**src/backlight_dim_defs.svh**
```systemverilog
// Offsets, field positions, reset values and timing figures of the dimming config slice.
// Assumes byte-wide registers on an 8-bit register address.
`ifndef BACKLIGHT_DIM_DEFS_SVH
`define BACKLIGHT_DIM_DEFS_SVH
`define OFS_CURRENT_SET 8'h02
`define OFS_DIM_MODE 8'h03
`define OFS_CH1_HIGH 8'h04
`define OFS_CH1_MID 8'h05
`define OFS_CH2_HIGH 8'h06
`define OFS_CH2_MID 8'h07
`define OFS_ON_TIME_LSB 8'h0c
`define RST_CURRENT_CODE 4'hb
`define RST_EXT_SELECT 1'h1
`define RST_HYBRID 1'h0
`define RST_THRESHOLD 2'h0
`define RST_CH1_HIGH 8'h7f
`define RST_CH1_MID 8'hff
`define RST_CH2_HIGH 8'h7f
`define RST_CH2_MID 8'h7f
`define RST_LSB_PAIR 2'h3
`define BIT_EXT_SELECT 3
`define BIT_HYBRID 2
`define LOW_FLAGS_MSB 7
`define LOW_FLAGS_LSB 4
`define LSB_CH1_MSB 1
`define LSB_CH2_MSB 3
`define CURRENT_BASE_MA 45
`define CURRENT_STEP_MA 5
`define ON_TIME_LSB_NS 50
`define SYS_CLK_PERIOD_NS 4
`endif

```
**src/backlight_dim_pkg.sv**
```systemverilog
// Types shared by the dimming config slice.
// Assumes the defs header supplies all numeric constants.
package backlight_dim_pkg;
  typedef logic [17:0] on_time_t;
  typedef struct packed {
    logic externalDimSelect;
    logic hybridDimEnable;
    logic [1:0] hybridCrossoverThreshold;
  } dim_cfg_t;
endpackage

```
**src/backlight_dimming_config_regs.sv**
```systemverilog
// Dimming configuration registers of a six-string backlight driver, channels 1 and 2 on-time.
// Assumes a serial front end on sys_clk giving one-cycle read and write strobes.
`timescale 1ns/10ps
`include "backlight_dim_defs.svh"

module backlight_dimming_config_regs
  import backlight_dim_pkg::*;
(
  input wire logic sys_clk,
  input wire logic reset,
  input wire logic clkEn,
  input wire logic regWrite,
  input wire logic regRead,
  input wire logic [7:0] regAddr,
  input wire logic [7:0] regWdata,
  output logic [7:0] regRdata,
  input wire logic extDimPin,
  input wire logic [3:0] lowBrightness,
  input wire logic periodStart,
  output dim_cfg_t dimCfg,
  output logic extDimLevel,
  output logic [3:0] stringCurrentCode,
  output logic [7:0] stringCurrentMa,
  output on_time_t ch1OnTimeValue,
  output on_time_t ch2OnTimeValue
);
  // On-time LSB weighs 50ns, not a whole number of 4ns cycles

  logic [3:0] currentCode_q;
  dim_cfg_t cfg_q;
  logic [7:0] ch1High_q, ch1Mid_q, ch2High_q, ch2Mid_q;
  logic [3:0] lsbPair_q;
  logic [7:0] rdata_q;
  logic [7:0] rdata_d;
  on_time_t ch1Applied_q, ch2Applied_q;
  on_time_t ch1Staged, ch2Staged;
  logic dimSync1_q, dimSync2_q;
  logic [7:0] stringMa_q;

  wire logic wrStrobe = clkEn && regWrite;

  always_ff @(posedge sys_clk or posedge reset) begin
    if (reset) begin
      currentCode_q <= `RST_CURRENT_CODE;
    end else if (wrStrobe && regAddr == `OFS_CURRENT_SET) begin
      currentCode_q <= regWdata[3:0];
    end
  end

  // Current in mA; widest value 120 fits 8 bits
  always_ff @(posedge sys_clk or posedge reset) begin
    if (reset) begin
      stringMa_q <= 8'h00;
    end else if (clkEn) begin
      stringMa_q <= 8'(`CURRENT_BASE_MA) + 8'(currentCode_q) * 8'(`CURRENT_STEP_MA);
    end
  end

  always_ff @(posedge sys_clk or posedge reset) begin
    if (reset) begin
      cfg_q.externalDimSelect <= `RST_EXT_SELECT;
      cfg_q.hybridDimEnable <= `RST_HYBRID;
      cfg_q.hybridCrossoverThreshold <= `RST_THRESHOLD;
    end else if (wrStrobe && regAddr == `OFS_DIM_MODE) begin
      // Status bits 7..4 are not storage; writes to them vanish
      cfg_q.externalDimSelect <= regWdata[`BIT_EXT_SELECT];
      cfg_q.hybridDimEnable <= regWdata[`BIT_HYBRID];
      cfg_q.hybridCrossoverThreshold <= regWdata[1:0];
    end
  end

  always_ff @(posedge sys_clk or posedge reset) begin
    if (reset) begin
      ch1High_q <= `RST_CH1_HIGH;
      ch1Mid_q <= `RST_CH1_MID;
      ch2High_q <= `RST_CH2_HIGH;
      ch2Mid_q <= `RST_CH2_MID;
      lsbPair_q <= {`RST_LSB_PAIR, `RST_LSB_PAIR};
    end else if (wrStrobe) begin
      case (regAddr)
        `OFS_CH1_HIGH: ch1High_q <= regWdata;
        `OFS_CH1_MID: ch1Mid_q <= regWdata;
        `OFS_CH2_HIGH: ch2High_q <= regWdata;
        `OFS_CH2_MID: ch2Mid_q <= regWdata;
        `OFS_ON_TIME_LSB: lsbPair_q <= regWdata[3:0];
        default: ;
      endcase
    end
  end

  assign ch1Staged = {ch1High_q, ch1Mid_q, lsbPair_q[`LSB_CH1_MSB -: 2]};
  assign ch2Staged = {ch2High_q, ch2Mid_q, lsbPair_q[`LSB_CH2_MSB -: 2]};

  // Held until the period edge so a byte-by-byte update never tears a pulse
  always_ff @(posedge sys_clk or posedge reset) begin
    if (reset) begin
      ch1Applied_q <= {`RST_CH1_HIGH, `RST_CH1_MID, `RST_LSB_PAIR};
      ch2Applied_q <= {`RST_CH2_HIGH, `RST_CH2_MID, `RST_LSB_PAIR};
    end else if (clkEn && periodStart) begin
      ch1Applied_q <= ch1Staged;
      ch2Applied_q <= ch2Staged;
    end
  end

  // Pin is asynchronous; only the second flop feeds logic
  always_ff @(posedge sys_clk or posedge reset) begin
    if (reset) begin
      dimSync1_q <= 1'b0;
      dimSync2_q <= 1'b0;
    end else if (clkEn) begin
      dimSync1_q <= extDimPin;
      dimSync2_q <= dimSync1_q;
    end
  end

  always_comb begin
    rdata_d = 8'h00;
    case (regAddr)
      `OFS_CURRENT_SET: rdata_d = {4'h0, currentCode_q};
      `OFS_DIM_MODE: rdata_d = {lowBrightness, cfg_q.externalDimSelect,
                                cfg_q.hybridDimEnable, cfg_q.hybridCrossoverThreshold};
      `OFS_CH1_HIGH: rdata_d = ch1High_q;
      `OFS_CH1_MID: rdata_d = ch1Mid_q;
      `OFS_CH2_HIGH: rdata_d = ch2High_q;
      `OFS_CH2_MID: rdata_d = ch2Mid_q;
      `OFS_ON_TIME_LSB: rdata_d = {4'h0, lsbPair_q};
      default: rdata_d = 8'h00;
    endcase
  end

  always_ff @(posedge sys_clk or posedge reset) begin
    if (reset) begin
      rdata_q <= 8'h00;
    end else if (clkEn && regRead) begin
      rdata_q <= rdata_d;
    end
  end

  assign regRdata = rdata_q;
  assign dimCfg = cfg_q;
  // Low output when dimming comes from the on-time registers
  assign extDimLevel = cfg_q.externalDimSelect & dimSync2_q;
  assign stringCurrentCode = currentCode_q;
  assign stringCurrentMa = stringMa_q;
  assign ch1OnTimeValue = ch1Applied_q;
  assign ch2OnTimeValue = ch2Applied_q;
endmodule

```
**config.mk**
```make
export PLATFORM = sky130hd
export DESIGN_NAME = backlight_dimming_config_regs
export DESIGN_NICKNAME = d
export VERILOG_FILES = /design/src/backlight_dim_pkg.sv /design/src/backlight_dimming_config_regs.sv
export VERILOG_INCLUDE_DIRS = /design/src
export SDC_FILE = /design/constraint.sdc
export NUM_CORES = 1
export LEC_CHECK = 0
export ABC_AREA = 1
export BUFFER_PORTS_ARGS = -buffer_cell sky130_fd_sc_hd__buf_2
export CAP_MARGIN = 10
export CORE_AREA = 2 2 119 121
export DETAILED_ROUTE_END_ITERATION = 7
export DIE_AREA = 0 0 121 123
export PLACE_DENSITY = 0.63
export SETUP_SLACK_MARGIN = 0.5
export SYNTH_ARGS = -nofsm -noshare
export SYNTH_HDL_FRONTEND = slang
export SYNTH_SLANG_ARGS = --single-unit
export TNS_END_PERCENT = 10
```
**constraint.sdc**
```tcl
create_clock -name sys_clk -period 3.3 [get_ports sys_clk]
set_clock_uncertainty 0.05 [all_clocks]
set_input_delay 0.495 -clock sys_clk [delete_from_list [all_inputs] [get_ports sys_clk]]
set_output_delay 0.495 -clock sys_clk [all_outputs]
set_load 0.05 [all_outputs]
```
==> impl_metrics.env <==
export IMPL_drv_slew=0
export IMPL_hold_path_class="input port to asynchronous set/reset pin"
export IMPL_synth_nets=516
export IMPL_end_kind="flop"
export IMPL_p_leak_nw=2.708
export IMPL_yosys_warnings=0
export IMPL_antenna_found_initial=1
export IMPL_synthArstFlopShare=1.000
export IMPL_num_rows=43
export IMPL_clock_fmax_mhz=417.4
export IMPL_setup_viol=0
export IMPL_fin_tns_setup_ns=0
export IMPL_wl_mm=10.66
export IMPL_ir_worst_vdd_uv=249.6
export IMPL_ff2ff_path_depth=11
export IMPL_nFillCells=1350
export IMPL_fin_crit_ns=2.396
export IMPL_synth_ff_type="dfstp_2"
export IMPL_r2r_end="stringCurrentMa[6]"
export IMPL_layout_common_cells="nand2_1, buf_2, dfstp_2"
export IMPL_cap_violations=0
export IMPL_die_x_um=121
export IMPL_clkTransAtPathRegs_ns=0.07
export IMPL_ys_ff_latch=98
export IMPL_crit_fanout=6
export IMPL_busiest_layer="met2"
export IMPL_initial_core_util=0.3414
export IMPL_comb_power_share=0.125
export IMPL_r2r_start="stringCurrentCode[0]"
export IMPL_cp_arrival_ns=2.59
export IMPL_relSlewSlack=0.4524
export IMPL_area_growth_synth_to_final_pct=18.39
export IMPL_finalCritPeriodShare=0.7260
export IMPL_die_area_um2=14880
export IMPL_wl_per_cell_um=14.20
export IMPL_startpoint="stringCurrentCode[0]"
export IMPL_cts_hold_buf=0
export IMPL_die_height_um=123
export IMPL_status="completed"
export IMPL_grt_overflow_total=0
export IMPL_reg2reg_slack_ns=0.90
export IMPL_place_gp_congestion=0.8207
export IMPL_first_iter_violations=210
export IMPL_synthCells=479
export IMPL_powerDensity_nw_per_um2=479.4
export IMPL_crit_end="stringCurrentMa[6]"
export IMPL_cp_start_kind="flop"
export IMPL_ys_top_cells_by_area="dfstp_2, dfrtp_1, nand2_1, mux2_2, nand3_1"
export IMPL_switchingPower_uw=753.1
export IMPL_grt_max_degree=48
export IMPL_final_layout_size_suffix_gt1_frac=0.4070
export IMPL_cp_depth=11
export IMPL_viasPerCell=4.570
export IMPL_grt_pass1_wl_mm=17.44
export IMPL_final_hold_viol_count=0
export IMPL_clkLatencyLatePin_ns=0.35
export IMPL_placed_cells=734
export IMPL_netlist_area_um2=4647
export IMPL_dr_total_vias=3432
export IMPL_cts_resized=0
export IMPL_pin_count=88
export IMPL_crit_chain="inv_1 > fa_1 > inv_1 > ha_1 > nand2_1 > o21ai_0 > nand3_1 > nand2_1 > nand2_1 > nand3_1 > nand2_1"
export IMPL_grtUsageMet3=0.04843
export IMPL_clockRootBuffer="clkbuf_16"
export IMPL_seq_area_frac_synth=0.5466
export IMPL_clock_sinks=98
export IMPL_track_usage=0.1514
export IMPL_clockPowerShare=0.379
export IMPL_intPower_mw=1.884
export IMPL_portBuffers=87
export IMPL_grt_pass1_vias=3391
export IMPL_avgSynthCellArea_um2=9.701
export IMPL_switching_share=0.2855
export IMPL_rsz0062_at_grt="no"
export IMPL_crit_top_cell="nand2_1"
export IMPL_dpl_hpwl_mm=7.985
export IMPL_nNetsFinal=602
export IMPL_grt_use_met2=0.2314
export IMPL_tritoncts="yes"
export IMPL_seq_power_share=0.497
export IMPL_postCtsSetupBuffers=0
export IMPL_first_pass_iters=4
export IMPL_core_area_um2=13610
export IMPL_numCtsBuffers=9
export IMPL_htreeDepth=3
export IMPL_yosysUniqueCellTypes=28
export IMPL_cpPeakStageDelay_ns=0.58
export IMPL_clock_tree_buffer_depth=2
export IMPL_ant_nets=0
export IMPL_synth_top_cell_area_share=0.3958
export IMPL_yosys_area_top_type="dfstp_2"
export IMPL_layout_commonest_cell="nand2_1"
export IMPL_cp_required_ns=3.49
export IMPL_critPathKind="flop to flop"
export IMPL_drc=0
export IMPL_finalPower_mw=2.637
export IMPL_grt_use_met1=0.2027
export IMPL_finalNonFillerCells=751
export IMPL_cp_top_family="adder cells"
export IMPL_crit_slowest_cell="dfstp_2"
export IMPL_timing_critical_path_buf_inv=2
export IMPL_worst_slew_pin_slew_ns=0.8197
export IMPL_synth_edff_count=0
## logic make-up after synthesis
group	share of synthesized area
compound gates	0.08535
flops	0.5466
mux	0.06058
buf+inv	0.06489
fa+ha+maj	0.02854
simple gates	0.2141
## metrics by stage
step	instance area (µm²)	hold slack, ns	setup WS, ns	util
5_1_grt	5499	0.3026	0.6906	0.4040
2_1_floorplan	4651	0.4034	0.8351	-
3_5_place_dp	5221	0.4049	0.9079	0.3836
4_1_cts	5499	0.2668	0.8927	0.4040
6_report	5502	0.2512	0.9043	0.4042
3_3_place_gp	5221	0.4023	0.9804	0.3836
## state kept, by name, summed over array words and instances (netlist names)
| name | flops |
|---|---|
| ch1OnTimeValue | 18 |
| stringCurrentCode | 4 |
| lsbPair_q | 4 |
| stringCurrentMa | 8 |
| ch1Mid_q | 8 |
| ch2OnTimeValue | 18 |
| regRdata | 8 |
| ch2Mid_q | 8 |
| dimCfg | 4 |
| dimSync2_q | 1 |
| dimSync1_q | 1 |
| ch1High_q | 8 |
| ch2High_q | 8 |
## power by group through the flow
stage | Sequential [mW] | Combinational [mW] | Clock [mW]
3_5_place_dp | 1.33 | 0.333 | 0
2_1_floorplan | 1.44 | 0.126 | 0
3_3_place_gp | 1.33 | 0.328 | 0
6_report | 1.31 | 0.329 | 0.999
4_1_cts | 1.31 | 0.334 | 1.03
5_1_grt | 1.32 | 0.359 | 1.08
## metal layers
| metal | part of all wire | vias to the layer above |
|---|---|---|
| li1 | - | 1739 |
| met1 | 0.48 | 1606 |
| met2 | 0.44 | 80 |
| met3 | 0.067 | 7 |
| met4 | 0.012 | 0 |
| met5 | 0 | - |
## area by class of cell
type / count / area [µm²] / share of cell area
timing repair buffer: 91 / 478.0 / 0.08688
sequential: 98 / 2540 / 0.4617
inverter: 45 / 172.7 / 0.03139
clock inverter: 6 / 48.80 / 0.008870
tap: 180 / 225.2 / 0.04094
antenna: 1 / 2.502 / 0.0004549
multi-input combinational: 320 / 1805 / 0.3282
clock buffer: 10 / 229.0 / 0.04162
## synth_stat cells (2+ instances only)
cell type / n
nor2_4: 4
ha_1: 9
o21ai_0: 20
nand2_4: 2
clkbuf_1: 3
inv_2: 4
dfrtp_1: 28
buf_2: 4
o21ai_2: 8
nand3_4: 2
o21ai_1: 40
nor2_8: 2
buf_6: 7
nand3_2: 4
nor2_1: 21
a21oi_1: 4
dfstp_2: 70
nand2_1: 126
nand2_2: 2
nand3_1: 47
inv_1: 41
mux2_2: 25
## worst min path at each step
stage	startpoint	endpoint	slack (ns)	depth (start not counted)
after CTS	reset	stringCurrentMa[4]	0.27	2
final	reset	stringCurrentMa[4]	0.25	2
after detailed placement	stringCurrentMa[2]	stringCurrentMa[2]	0.40	2
after global routing	reset	stringCurrentMa[4]	0.30	2
after floorplan	dimSync2_q	dimSync2_q	0.40	2
after global placement	stringCurrentMa[2]	stringCurrentMa[2]	0.40	2
No activity file was read; power rests on OpenSTA's default activity.
